==> src/shared/mce_cfg.svh <==
// timing constants and configuration field positions for the machine check error block
`ifndef MCE_CFG_SVH
`define MCE_CFG_SVH
// bus clock period in picoseconds (200 MHz)
`define MCE_CLK_PERIOD_PS      5000
// release of bus outputs after reset is seen, in bus clocks
`define MCE_RESET_RELEASE_CLKS 2
// least drive time of the error line, in nanoseconds, and its cycle count
`define MCE_ASSERT_TIME_NS     20
`define MCE_ASSERT_CYCLES      ((`MCE_ASSERT_TIME_NS * 1000 + `MCE_CLK_PERIOD_PS - 1) / `MCE_CLK_PERIOD_PS)
// configuration bit positions
`define MCE_CFG_ENABLE_BIT     0
`define MCE_CFG_INTERR_BIT     1
`define MCE_CFG_INITERR_BIT    2
`define MCE_CFG_WIDTH          3
`endif

==> src/shared/mce_pkg.sv <==
// types for the machine check error block
`include "mce_cfg.svh"
package mce_pkg;
   // configuration straps
   typedef struct packed {
      logic initiator_err_en;
      logic internal_err_en;
      logic enable;
   } mce_cfg_s;
   // error event inputs from the core
   typedef struct packed {
      logic internal_err;
      logic initiator_err;
      logic observed_err;
   } mce_evt_s;
   // line driver states
   typedef enum logic [1:0] {
      MCE_IDLE,
      MCE_DRIVE
   } mce_state_e;
endpackage : mce_pkg

==> src/design/mce_signal.sv <==
// machine check error line driver and observer
//////////////////////////////////////////////////////////////////////////////
//////////////////////////////////////////////////////////////////////////////
`timescale 1ns/1ps
module mce_signal (
   // clock and reset
   input  wire logic             core_clk,
   input  wire logic             rst,
   // configuration
   input  wire mce_pkg::mce_cfg_s cfg,
   // error events (unrecoverable, non-protocol), one-cycle pulses
   input  wire mce_pkg::mce_evt_s evt,
   // shared open-drain line
   input  wire logic             machine_check_error_n_in,
   output logic                  machine_check_error_n_out,
   output logic                  machine_check_error_n_oe,
   // internal error pin
   output logic                  internal_error_out_n,
   // status
   input  wire logic             foreign_clear,
   output logic                  foreign_seen,
   output logic                  driving
);
   import mce_pkg::*;

   localparam int unsigned HOLD = `MCE_ASSERT_CYCLES;
   localparam int unsigned CW   = $clog2(HOLD + 1);

   //////////////////////////////////////////////////////////////////////////
   // cause decode
   wire logic cause_int  = cfg.enable & cfg.internal_err_en & evt.internal_err;
   wire logic cause_init = cfg.enable & cfg.initiator_err_en & evt.initiator_err;
   wire logic cause_obs  = evt.observed_err;
   wire logic fire       = cause_int | cause_init | cause_obs;

   mce_state_e    state_q, state_d;
   logic [CW-1:0] cnt_q, cnt_d;
   logic          internal_error_out_n_q;
   logic          foreign_q;
   logic          line_sync;

   //////////////////////////////////////////////////////////////////////////
   // input synchroniser for the shared line
   mce_sync u_sync (
      .core_clk (core_clk),
      .rst      (rst),
      .din      (machine_check_error_n_in),
      .dout     (line_sync)
   );

   // next-state logic: drive for HOLD cycles, retrigger on new causes
   always_comb begin
      state_d = state_q;
      cnt_d   = cnt_q;
      unique case (state_q)
         MCE_IDLE: begin
            if (fire) begin
               state_d = MCE_DRIVE;
               cnt_d   = CW'(HOLD - 1);
            end
         end
         MCE_DRIVE: begin
            if (fire) begin
               cnt_d = CW'(HOLD - 1);
            end else if (cnt_q == '0) begin
               state_d = MCE_IDLE;
            end else begin
               cnt_d = cnt_q - CW'(1);
            end
         end
      endcase
   end

   // state registers; async reset releases the line at once
   always_ff @(posedge core_clk or posedge rst) begin
      if (rst) begin
         state_q <= MCE_IDLE;
         cnt_q   <= '0;
         internal_error_out_n_q  <= 1'b0;
      end else begin
         state_q <= state_d;
         cnt_q   <= cnt_d;
         internal_error_out_n_q  <= internal_error_out_n_q | evt.internal_err;
      end
   end

   //////////////////////////////////////////////////////////////////////////
   // own drive delayed by the synchroniser depth
   // masks the read-back of our own pulse after release
   logic drv_d1_q;
   logic drv_d2_q;
   always_ff @(posedge core_clk or posedge rst) begin
      if (rst) begin
         drv_d1_q <= 1'b0;
         drv_d2_q <= 1'b0;
      end else begin
         drv_d1_q <= driving;
         drv_d2_q <= drv_d1_q;
      end
   end
   wire logic echo_blind = driving | drv_d1_q | drv_d2_q;

   // foreign assertion flag, set wins over clear
   wire logic foreign_evt = ~line_sync & ~echo_blind;
   always_ff @(posedge core_clk or posedge rst) begin
      if (rst) begin
         foreign_q <= 1'b0;
      end else if (foreign_evt) begin
         foreign_q <= 1'b1;
      end else if (foreign_clear) begin
         foreign_q <= 1'b0;
      end
   end

   //////////////////////////////////////////////////////////////////////////
   // open-drain outputs
   assign driving                   = (state_q == MCE_DRIVE);
   assign machine_check_error_n_out = 1'b0;
   assign machine_check_error_n_oe  = driving;
   assign internal_error_out_n      = ~internal_error_out_n_q;
   assign foreign_seen              = foreign_q;
endmodule : mce_signal

==> src/design/mce_sync.sv <==
// two-stage synchroniser for a single bit
`timescale 1ns/1ps
module mce_sync (
   // clock and reset
   input  wire logic core_clk,
   input  wire logic rst,
   // data
   input  wire logic din,
   output logic      dout
);
   logic meta_q;
   logic sync_q;

   // two flops, reset to the idle (high) line level
   always_ff @(posedge core_clk or posedge rst) begin
      if (rst) begin
         meta_q <= 1'b1;
         sync_q <= 1'b1;
      end else begin
         meta_q <= din;
         sync_q <= meta_q;
      end
   end

   assign dout = sync_q;
endmodule : mce_sync

==> config.mk <==
export PLATFORM = sky130hd
export DESIGN_NAME = mce_signal
export DESIGN_NICKNAME = d
export VERILOG_FILES = /design/src/shared/mce_pkg.sv /design/src/design/mce_signal.sv /design/src/design/mce_sync.sv
export VERILOG_INCLUDE_DIRS = /design/src /design/src/shared
export SDC_FILE = /design/constraint.sdc
export NUM_CORES = 1
export LEC_CHECK = 0
export BUFFER_PORTS_ARGS = -buffer_cell sky130_fd_sc_hd__buf_4
export CAP_MARGIN = 25
export CORE_AREA = 2 2 39 41
export CTS_CLUSTER_DIAMETER = 80
export DETAILED_ROUTE_END_ITERATION = 10
export DIE_AREA = 0 0 41 43
export GPL_ROUTABILITY_DRIVEN = 0
export PLACE_DENSITY = 0.56
export SETUP_SLACK_MARGIN = 0.2
export SLEW_MARGIN = 20
export SYNTH_ARGS = -nofsm -noshare
export SYNTH_HDL_FRONTEND = slang
export SYNTH_HIERARCHICAL = 1
export SYNTH_SLANG_ARGS = --single-unit
==> constraint.sdc <==
create_clock -name core_clk -period 1.6 [get_ports core_clk]
set_clock_uncertainty 0.2 [all_clocks]
set_input_delay 0.24 -clock core_clk [delete_from_list [all_inputs] [get_ports core_clk]]
set_output_delay 0.24 -clock core_clk [all_outputs]
set_load 0.02 [all_outputs]
### Yosys cells after proc, flatten, opt, wreduce, memory -nomap -nowiden

Cells that the tools add are included.

* muxes and demuxes: 10
* reductions and logical operators: 5
* add/subtract/negate cells: 1
* bitwise logic cells: 13
* equal/unequal tests: 5

Operators by type and width (count)
* two-way mux 3 bit: 3
* two-way mux 2 bit: 3
* case mux 3 bit (2 select lines): 1
* AND 1 bit: 5
* OR 1 bit: 5
* inequality test 2 bit (second input constant): 2
* case mux 2 bit (2 select lines): 1
* zero test 3 bit: 1
* inequality test 3 bit (second input constant): 1
* inverter 1 bit: 3
* AND reduction 3 bit: 1
* subtractor 3 x 1 -> 3 bit (second input constant): 1
* equality test 2 x 1 -> 1 bit (second input constant): 1
* zero test 2 bit: 1
* two-way mux 1 bit: 2
* inequality test 2 x 1 -> 1 bit (second input constant): 1
* AND reduction 2 bit: 1
* nonzero test 2 bit: 1

* input port bits: 10
* register bits: 11
* output and inout port bits: 5
* word-level logic and storage cells: 42

### Logic depth before layout (Yosys ltp)

Gate-level depths: netlist of the first run.

* word-level depth: 6
* gate-level depth with buffers: 5
* mapped depth without buffers: 5

### Cells and area by module

The synthesis of the first run kept the hierarchy.

By module, submodules not included
* mce_signal: cells an instance 34, times used 1, area each 366.6 um^2, seq. area each 200.2 um^2
* mce_sync: cells an instance 3, times used 1, area each 56.3 um^2, seq. area each 52.6 um^2

### Worst setup path before layout of the first run

OpenSTA, ideal clock, no wires.

* path type: register -> register
* start: register cnt_q[0]
* end: register cnt_q[0]
* setup slack: 0.242 ns
* stages on the path, launching flop included: 6
* data required time: 1.331 ns
* library setup time: 0.069 ns
* data arrival time: 1.090 ns
* path buffers: 0
* path through: dfrtp_1 inv_1 ha_1 nor2b_1 or3_1 nand3_1

* longest elaborated chain between the ends: 4
* elaborated cells between the ends (all ways): 7

RTL lines
* start: declaration: RTL line mce_signal.sv:37 `logic [CW-1:0] cnt_q, cnt_d;`
* start signal: assignment: RTL line mce_signal.sv:82 `cnt_q <= cnt_d;`
* subtractor 3 x 1 -> 3 bit: RTL line mce_signal.sv:68 `cnt_d = cnt_q - CW'(1);`
* two-way mux 3 bit: RTL line mce_signal.sv:65 `end else if (cnt_q == '0) begin`
* two-way mux 3 bit: RTL line mce_signal.sv:63 `if (fire) begin`
* case mux 3 bit (2 select lines): RTL line mce_signal.sv:55 `unique case (state_q)`

Parallel ways exist; a longest one is shown, timed or not. The select of a mux whose other input is x is not followed.
A chain may end at the register's enable or synchronous reset.

### Worst setup path in the final report of the first run

Same ends and word-level chain as after synthesis.

==> flow_summary.json, run 1 <==
{
  "cpMaxStageDelayCell": "dfrtp_1",
  "grt_use_met1": 0.110,
  "rr_startpoint": "cnt_q[0]",
  "status": "completed",
  "final_common_cell": "buf_4",
  "worst-setup-path-type": "flop to flop",
  "clkSinkCount": 10,
  "hp-class": "input pin to flop",
  "grt_use_met3": 0.0314,
  "core_area_mm2": 0.00138,
  "cts_max_level": 1,
  "multi_input_area_um2": 143,
  "slowest_delay_ns": 0.38,
  "wl_per_cell_um": 9.58,
  "start_util": 0.306,
  "fin_tns_setup_ns": 0,
  "drt_iter0_markers": 3,
  "hold_start": "cfg[0]",
  "crit_chain": "inv_2 -> ha_2 -> nor2b_4 -> or3_1 -> nand3_1",
  "syn2layout_area_growth_pct": 48.2,
  "grt_util_met2": 0.153,
  "place_ws_ns": 0.164,
  "dp_hpwl_um": 483,
  "synth_top_area_share": 0.473,
  "antenna_left": 0,
  "synth_area_leaders": "dfrtp_1 (47%), dfstp_2 (12%), ha_1 (5.9%), inv_1 (4.4%), o21ai_0 (3.6%)",
  "crit_path_end_kind": "flop",
  "antenna_found_initial": 0,
  "num_rows": 14,
  "synth_area_per_cell_um2": 11.4,
  "cts_max_path_buffers": 2,
  "mappedNetlistNets": 49,
  "cts_root_buffer": "clkbuf_4",
  "cts_tree": "done",
  "ioPinCount": 15,
  "wl_um": 709,
  "rsz0062_at_grt": "yes",
  "ys_warn_count": 6,
  "clkPwrFrac": 0.378,
  "maxCapViolations": 0,
  "power.share.switching": 0.226,
  "grt_overflow": 0,
  "nets": 71,
  "reg2reg_slack_ns": 0.19,
  "groute.usage.overall": 0.102,
  "synth.distinct_cells": 20,
  "via_count": 328,
  "utilization": 0.453,
  "reg2reg_depth": 5,
  "hold_path_end": "state_q[0]",
  "portBuffers": 13,
  "yosys.area.top_type": "dfrtp_1",
  "critPathArrivalTime_ns": 1.40,
  "clk_pin_slew_worst_paths_ns": 0.07,
  "period_needed_ns": 1.41,
  "syn-cell-area_um2": 423,
  "synth_cells": 37,
  "grt_pass1_vias": 305,
  "fin_crit_sh": 0.879,
  "start_kind": "flop",
  "dieArea_mm2": 0.00176,
  "num_antenna_cells": 0,
  "grt_most_used_layer": "met2",
  "reg2reg_to": "cnt_q[0]",
  "pwr-share-seq": 0.472,
  "route.detailed.drc": 0,
  "layout_common_cells": "buf_4 (15), dfrtp_1 (8), inv_1 (4), dlygate4sd3_1 (4)",
  "grt_max_degree": 9,
  "grt_pass1_wl_mm": 1.15,
  "routed_via_density": 4.43,
  "cp_max_fo": 5,
  "die_y_um": 43,
  "timing.fmax_ghz": 0.711,
  "cp.required_ns": 1.60,
  "clk_latency_ns": 0.26,
  "power_density_mw_per_mm2": 945,
  "die_x_um": 41,
  "ys_seq_area_frac": 0.598,
  "peakVddDrop_uv": 503,
  "nFillCells": 141,
  "cts_made_buffers": 3,
  "p_int_mw": 0.459,
  "drt_first_pass_iters": 4,
  "whs_path_depth": 3,
  "seq_area_um2": 253,
  "hold_viol": 0,
  "setup_viol": 0,
  "leakagePower_nw": 0.311,
  "slew_violations": 0,
  "p_switching_mw": 0.134,
  "combPwrFrac": 0.150,
  "drive_above_1_share": 0.466,
  "synth-seq-cells": 10,
  "worst_slack_ns": 0.194
}
==> routing by layer <==
metal	wire, um	part of all wire	up-vias
met5	0	0	-
met4	8	0.011	0
met3	60	0.085	2
met2	348	0.49	15
met1	293	0.41	151
li1	-	-	160
==> sequential cells by signal, indices dropped and copies added (netlist names) <==
register and cells:
cnt_q 3, drv_d1_q 1, drv_d2_q 1, foreign_seen 1, internal_error_out_n_q 1, state_q 1
u_sync/dout 1, u_sync/meta_q 1
==> synth_stat cells, drive strengths merged <==
master,count
or2,1
or3,1
buf,2
o21ai,3
a22o,1
conb,1
a21oi,1
dfstp,2
dfrtp,8
ha,2
nand2b,1
mux2i,1
nand2,1
nor2b,2
o311ai,1
inv,6
o41ai,1
nor2,1
nand3,1
==> through the flow <==
step                      instances  power, mW  hold slack, ns  area (um2)
after floorplan                  37      0.325          -0.144         423
final                            74      0.593          0.0142         627
after global placement           64      0.352          0.0196         526
after global routing             74      0.621          0.0305         627
after detailed placement         64      0.352          0.0218         526
after CTS                        73      0.595          0.0120         619
==> worst max path at each step <==
stage / startpoint / end / cells after the start / slack (ns)
final: cnt_q[0] / cnt_q[0] / 5 / 0.19
after global routing: cnt_q[0] / cnt_q[0] / 5 / 0.14
after CTS: cnt_q[0] / cnt_q[0] / 5 / 0.22
after detailed placement: cnt_q[0] / cnt_q[0] / 5 / 0.16
after global placement: cnt_q[0] / cnt_q[0] / 5 / 0.17
after floorplan: cnt_q[0] / cnt_q[0] / 5 / 0.24
==> logic make-up (layout without fill, tap and decap cells) <==
kind of cell / Yosys count / in the layout / synth area share
AND/OR/NAND/NOR: 8 / 8 / 0.104
other: 1 / 1 / 0.00887
adder cells (fa/ha/maj): 2 / 2 / 0.0592
multiplexers: 1 / 1 / 0.0237
flip-flops: 10 / 10 / 0.598
buffers and inverters: 8 / 29 / 0.0887
AO/OA/AOI/OAI: 7 / 7 / 0.118
==> critical path: cells and delay by family, from the launching register on <==
| family | cells | cell delay, ns |
|---|---|---|
| and+or+nand+nor | 3 | 0.53 |
| adders and majority gates | 1 | 0.18 |
| buffers and inverters | 1 | 0.05 |
| DFF | 1 | 0.38 |
==> power by group through the flow <==
stage	logic, mW	registers (mW)	clock network (mW)
final	0.0887	0.280	0.224
after global routing	0.0985	0.281	0.242
after CTS	0.0845	0.278	0.232
after detailed placement	0.0685	0.283	0
after global placement	0.0688	0.283	0
after floorplan	0.0432	0.282	0
==> final cells by class <==
| class | count | area share |
|---|---|---|
| Timing Repair Buffer | 19 | 0.244 |
| Sequential cell | 10 | 0.403 |
| Tap cell | 16 | 0.0319 |
| Inverter | 6 | 0.0359 |
| Multi-Input combinational cell | 19 | 0.228 |
| Clock buffer | 4 | 0.0579 |
==> what timing repair did <==
item / CTS / global route
hold endpoints to repair: 13 / 0
setup endpoints to repair: 1 / 1
setup buffers: 1 / 1
resized for setup: 3 / 1
hold buffers: 4 / 0
No activity file was read; power rests on OpenSTA's default activity.
==> run 2: changes to the inputs <==
--- a/config.mk
+++ b/config.mk
@@ -6,6 +6,7 @@
 export SDC_FILE = /design/constraint.sdc
 export NUM_CORES = 1
 export LEC_CHECK = 0
+export ABC_AREA = 1
 export BUFFER_PORTS_ARGS = -buffer_cell sky130_fd_sc_hd__buf_4
 export CAP_MARGIN = 25
 export CORE_AREA = 2 2 39 41
@@ -13,7 +14,7 @@
 export DETAILED_ROUTE_END_ITERATION = 10
 export DIE_AREA = 0 0 41 43
 export GPL_ROUTABILITY_DRIVEN = 0
-export PLACE_DENSITY = 0.56
+export PLACE_DENSITY = 0.62
 export SETUP_SLACK_MARGIN = 0.2
 export SLEW_MARGIN = 20
 export SYNTH_ARGS = -nofsm -noshare
==> constraint.sdc (replaced) <==
create_clock -name core_clk -period 1.2 [get_ports core_clk]
set_clock_uncertainty 0.2 [all_clocks]
set_input_delay 0.18 -clock core_clk [delete_from_list [all_inputs] [get_ports core_clk]]
set_output_delay 0.18 -clock core_clk [all_outputs]
set_load 0.02 [all_outputs]
==> flow_summary.json, run 2 <==
{
  "mappedNetlistNets": 59,
  "path_buf_inv": 1,
  "grt_use_met1": 0.143,
  "nets": 83,
  "cts_tree": "done",
  "fin_tns_setup_ns": -0.0761,
  "num_rows": 14,
  "slowest_delay_ns": 0.44,
  "period_needed_ns": 1.24,
  "drt_iter0_markers": 4,
  "grt_util_met2": 0.169,
  "power_density_mw_per_mm2": 1110,
  "hold_viol": 5,
  "hold_buffers": 3,
  "cpMaxStageDelayCell": "dfrtp_2",
  "layout_common_cells": "buf_4 (12), nand2_1 (7), dfrtp_1 (7), buf_6 (6), inv_2 (5)",
  "synth_edf_count": 0,
  "synth_top_area_share": 0.430,
  "clk_latency_ns": 0.27,
  "grt_most_used_layer": "met2",
  "rsz0062_at_grt": "yes",
  "core_area_mm2": 0.00138,
  "route.detailed.drc": 0,
  "syn2layout_area_growth_pct": 56.5,
  "synth_cells": 47,
  "ys_warn_count": 6,
  "start_util": 0.336,
  "asyncSetResetFlopFracSynth": 1.00,
  "synth_area_per_cell_um2": 9.90,
  "crit_path_end_kind": "primary output",
  "synth-seq-cells": 10,
  "setup_viol": 2,
  "cts_made_buffers": 3,
  "die_x_um": 41,
  "die_y_um": 43,
  "grt_use_met3": 0.0785,
  "grt_pass1_wl_mm": 1.34,
  "crit_chain": "buf_6",
  "drt_first_pass_iters": 4,
  "slew_violations": 0,
  "cts_max_path_buffers": 2,
  "largest_reg_flops": 3,
  "status": "finished, violations left",
  "worst_slack_ns": -0.0382,
  "wl_per_cell_um": 9.41,
  "cts_root_buffer": "clkbuf_4",
  "dieArea_mm2": 0.00176,
  "start_kind": "flop",
  "place_ws_ns": 0.0150,
  "yosys-top-cells-count": "nand2_1 (9), dfrtp_1 (8), inv_1 (6), nand3_1 (3), nand3_2 (3)",
  "groute.usage.overall": 0.114,
  "grt_pass1_vias": 333,
  "grt_max_degree": 9,
  "antenna_left": 0,
  "peakVddDrop_uv": 648,
  "synth_area_leaders": "dfrtp_1 (43%), dfstp_2 (11%), nand2_1 (7.3%), nand3_2 (6.5%), ha_1 (5.4%)",
  "crit_family": "flip-flops",
  "cp_max_fo": 4,
  "yosys.area.top_type": "dfrtp_1",
  "synth_most_common_cell": "nand2_1",
  "timing.fmax_ghz": 0.808,
  "dp_hpwl_um": 563,
  "cts_max_level": 1,
  "fin_crit_sh": 1.03,
  "ioPinCount": 15,
  "cp.required_ns": 0.82,
  "hp-class": "input pin to flop",
  "portBuffers": 13,
  "syn-cell-area_um2": 465,
  "routed_via_density": 4.33,
  "maxCapViolations": 0,
  "synth.distinct_cells": 18,
  "antenna_found_initial": 0,
  "wl_um": 809,
  "clkSinkCount": 10,
  "grt_overflow": 0,
  "leakagePower_nw": 0.340,
  "violations": "hold timing, setup timing",
  "clk_pin_slew_worst_paths_ns": 0.06,
  "via_count": 372,
  "num_antenna_cells": 0,
  "drive_above_1_share": 0.614,
  "final_common_cell": "buf_4",
  "worst-setup-path-type": "flop to primary output",
  "synth_ff_type": "dfrtp_1",
  "critPathArrivalTime_ns": 0.86,
  "largest-register": "cnt_q",
  "hold_ws_ns": -0.0840,
  "ys_seq_area_frac": 0.543
}
run 2: layout make-up:
| type | instances | area (um2) |
|---|---|---|
| Multi-Input combinational cell | 27 | 200 |
| Fill cell | 137 | 656 |
| Tap cell | 16 | 20.0 |
| Timing Repair Buffer | 21 | 188 |
| Clock buffer | 4 | 36.3 |
| Inverter | 8 | 30.0 |
| Sequential cell | 10 | 254 |
run 2: where the power goes:
part           internal, mW  total (mW)  switching (mW)
sequential            0.356       0.365         0.00903
combinational        0.0688       0.137          0.0685
clock                 0.185       0.302           0.118
run 2: worst paths after layout:
check,from,endpoint,slack (ns),depth (start not counted)
setup / recovery,state_q[0],driving,-0.04,1
hold / removal,evt[2],internal_error_out_n_q,-0.08,2
setup reg to reg,cnt_q[0],cnt_q[1],0.02,7
hold reg to reg,u_sync/meta_q,u_sync/dout,0.16,0
max in group asynchronous,rst,state_q[0],0.33,3
min in group asynchronous,rst,cnt_q[2],0.22,3
run 2: metal layers:
metal,routed length [um],part of all wire,vias to the layer above
met5,0,0,-
met4,23,0.028,0
met3,77,0.095,4
met2,393,0.49,17
met1,314,0.39,165
li1,-,-,186
run 2: repair_timing:
item                                    4_1_cts  5_1_grt
hold endpoints to repair                     17        5
pin swaps                                     0        1
gates resized for setup                       5        7
endpoints found under the setup margin        9        9
buffers inserted                              3        2
run 2: per-stage QoR:
stage	power [mW]	util	std cells	instance area (um2)	hold slack [ns]
2_1_floorplan	0.444	-	47	484	-0.204
3_3_place_gp	0.480	0.424	74	587	-0.0429
3_5_place_dp	0.483	0.424	74	587	-0.0412
4_1_cts	0.795	0.499	84	691	-0.0812
5_1_grt	0.855	0.526	86	728	-0.0882
6_report	0.805	0.526	86	728	-0.0840
run 2: logic make-up after synthesis:
family,synth area share
flops,0.543
simple gates,0.288
buf+inv,0.0968
other cells,0.00806
fa+ha+maj,0.0538
compound gates,0.0107
==> run 3: changes to the inputs <==
==> constraint.sdc (replaced) <==
create_clock -name core_clk -period 1.2 [get_ports core_clk]
set_clock_uncertainty 0.2 [all_clocks]
set_input_delay 0.06 -clock core_clk [delete_from_list [all_inputs] [get_ports core_clk]]
set_output_delay 0.06 -clock core_clk [all_outputs]
set_load 0.02 [all_outputs]
==> flow_summary.json, run 3 (synthesis gave the netlist of run 2 again) <==
{
  "cpMaxStageDelayCell": "dfrtp_1",
  "core_area_mm2": 0.00138,
  "period_needed_ns": 1.18,
  "dieArea_mm2": 0.00176,
  "final_common_cell": "buf_4",
  "start_kind": "flop",
  "hold_ws_ns": -0.204,
  "rsz0062_at_grt": "yes",
  "cts_root_buffer": "clkbuf_4",
  "utilization": 0.506,
  "timing.fmax_ghz": 0.844,
  "ioPinCount": 15,
  "nets": 82,
  "grt_overflow": 0,
  "grt_pass1_wl_mm": 1.35,
  "slowest_delay_ns": 0.38,
  "antenna_left": 0,
  "clk_pin_slew_worst_paths_ns": 0.06,
  "reg2reg_slack_ns": 0.02,
  "largest_reg_flops": 3,
  "hp-class": "input pin to flop",
  "num_rows": 14,
  "leakagePower_nw": 0.329,
  "crit_path_end_kind": "flop",
  "fin_crit_sh": 0.987,
  "critPathArrivalTime_ns": 1.14,
  "cts_made_buffers": 3,
  "nFillCells": 138,
  "portBuffers": 13,
  "crit_chain": "inv_2 -> ha_4 -> nand2_4 -> nand2_4 -> nand2_2 -> nand2_1 -> nand2_1",
  "status": "finished, violations left",
  "dp_hpwl_um": 563,
  "slew_violations": 0,
  "die_x_um": 41,
  "wl_per_cell_um": 9.39,
  "cp.required_ns": 1.16,
  "route.detailed.drc": 0,
  "grt_pass1_vias": 340,
  "cts_max_level": 1,
  "worst-setup-path-type": "flop to flop",
  "grt_max_degree": 9,
  "hold_viol": 5,
  "num_antenna_cells": 0,
  "clk_latency_ns": 0.27,
  "via_count": 366,
  "peakVddDrop_uv": 686,
  "maxCapViolations": 0,
  "power_density_mw_per_mm2": 1140,
  "drive_above_1_share": 0.609,
  "setup_viol": 0,
  "start_util": 0.336,
  "cts_max_path_buffers": 2,
  "antenna_found_initial": 0,
  "drt_iter0_markers": 2,
  "routed_via_density": 4.31,
  "violations": "hold timing",
  "drt_first_pass_iters": 3,
  "wl_um": 798,
  "groute.usage.overall": 0.114,
  "cts_tree": "done",
  "die_y_um": 43,
  "cp_max_fo": 5,
  "layout_common_cells": "buf_4 (15), nand2_1 (7), dfrtp_1 (7), inv_2 (5)",
  "clkSinkCount": 10,
  "largest-register": "cnt_q",
  "syn2layout_area_growth_pct": 50.5,
  "hold_buffers": 3,
  "power_mw": 0.800
}
==> run 3: cell types whose count changed in the layout (fill, tap and decap cells not counted) <==
cell / previous run / this run
nor2_4: 2 / 1
nor2_2: 1 / 2
buf_6: 6 / 2
buf_4: 12 / 15
==> run 3: per-layer routing <==
layer | global-route usage | up-vias | share of wire
met5 | 0 | - | 0
met1 | 0.143 | 166 | 0.38
met4 | 0 | 0 | 0.029
li1 | - | 183 | -
met2 | 0.169 | 13 | 0.49
met3 | 0.0785 | 4 | 0.096
==> run 3: area by class of cell <==
type                            count  area [um2]  area share
Timing Repair Buffer               20         165       0.236
Clock buffer                        4        36.3      0.0518
Inverter                            8        30.0      0.0429
Tap cell                           16        20.0      0.0286
Multi-Input combinational cell     27         195       0.279
Sequential cell                    10         254       0.363
==> run 3: repair_timing <==
action	in CTS	in global routing
setup buffers	3	1
gates resized for setup	3	4
endpoints found under the setup margin	9	9
endpoints found under the hold margin	17	5
cloned	0	0
==> run 3: final timing paths <==
path | start | to | depth (start not counted)
hold / removal | evt[2] | internal_error_out_n_q | 2
min in group asynchronous | rst | cnt_q[2] | 3
setup reg to reg | cnt_q[0] | cnt_q[1] | 7
setup / recovery | cnt_q[0] | cnt_q[1] | 7
hold reg to reg | u_sync/meta_q | u_sync/dout | 0
max in group asynchronous | rst | state_q[0] | 3
==> run 3: critical path, delay by kind of cell, from the launching register on <==
family                     cells  cell delay, ns
DFF                            1            0.38
and+or+nand+nor                5            0.27
adders and majority gates      1            0.14
buffers and inverters          1            0.09
==> run 3: report_power, final <==
group	internal, mW	leakage, nW	total (mW)	switching, mW
clock network	0.185	0.0210	0.304	0.120
logic	0.0645	0.204	0.131	0.0666
registers	0.356	0.104	0.365	0.00896
total	0.605	0.329	0.800	0.195
==> run 3: stage by stage <==
stage               hold WS (ns)  setup TNS [ns]  setup slack (ns)  area, um2  instances
CTS                       -0.201               0           0.00395        683         84
finish                    -0.204               0            0.0153        701         85
detailed placement        -0.161               0            0.0150        587         74
global route              -0.208          -0.149           -0.0617        701         85
global placement          -0.163               0            0.0243        587         74
floorplan                 -0.324               0            0.0632        484         47
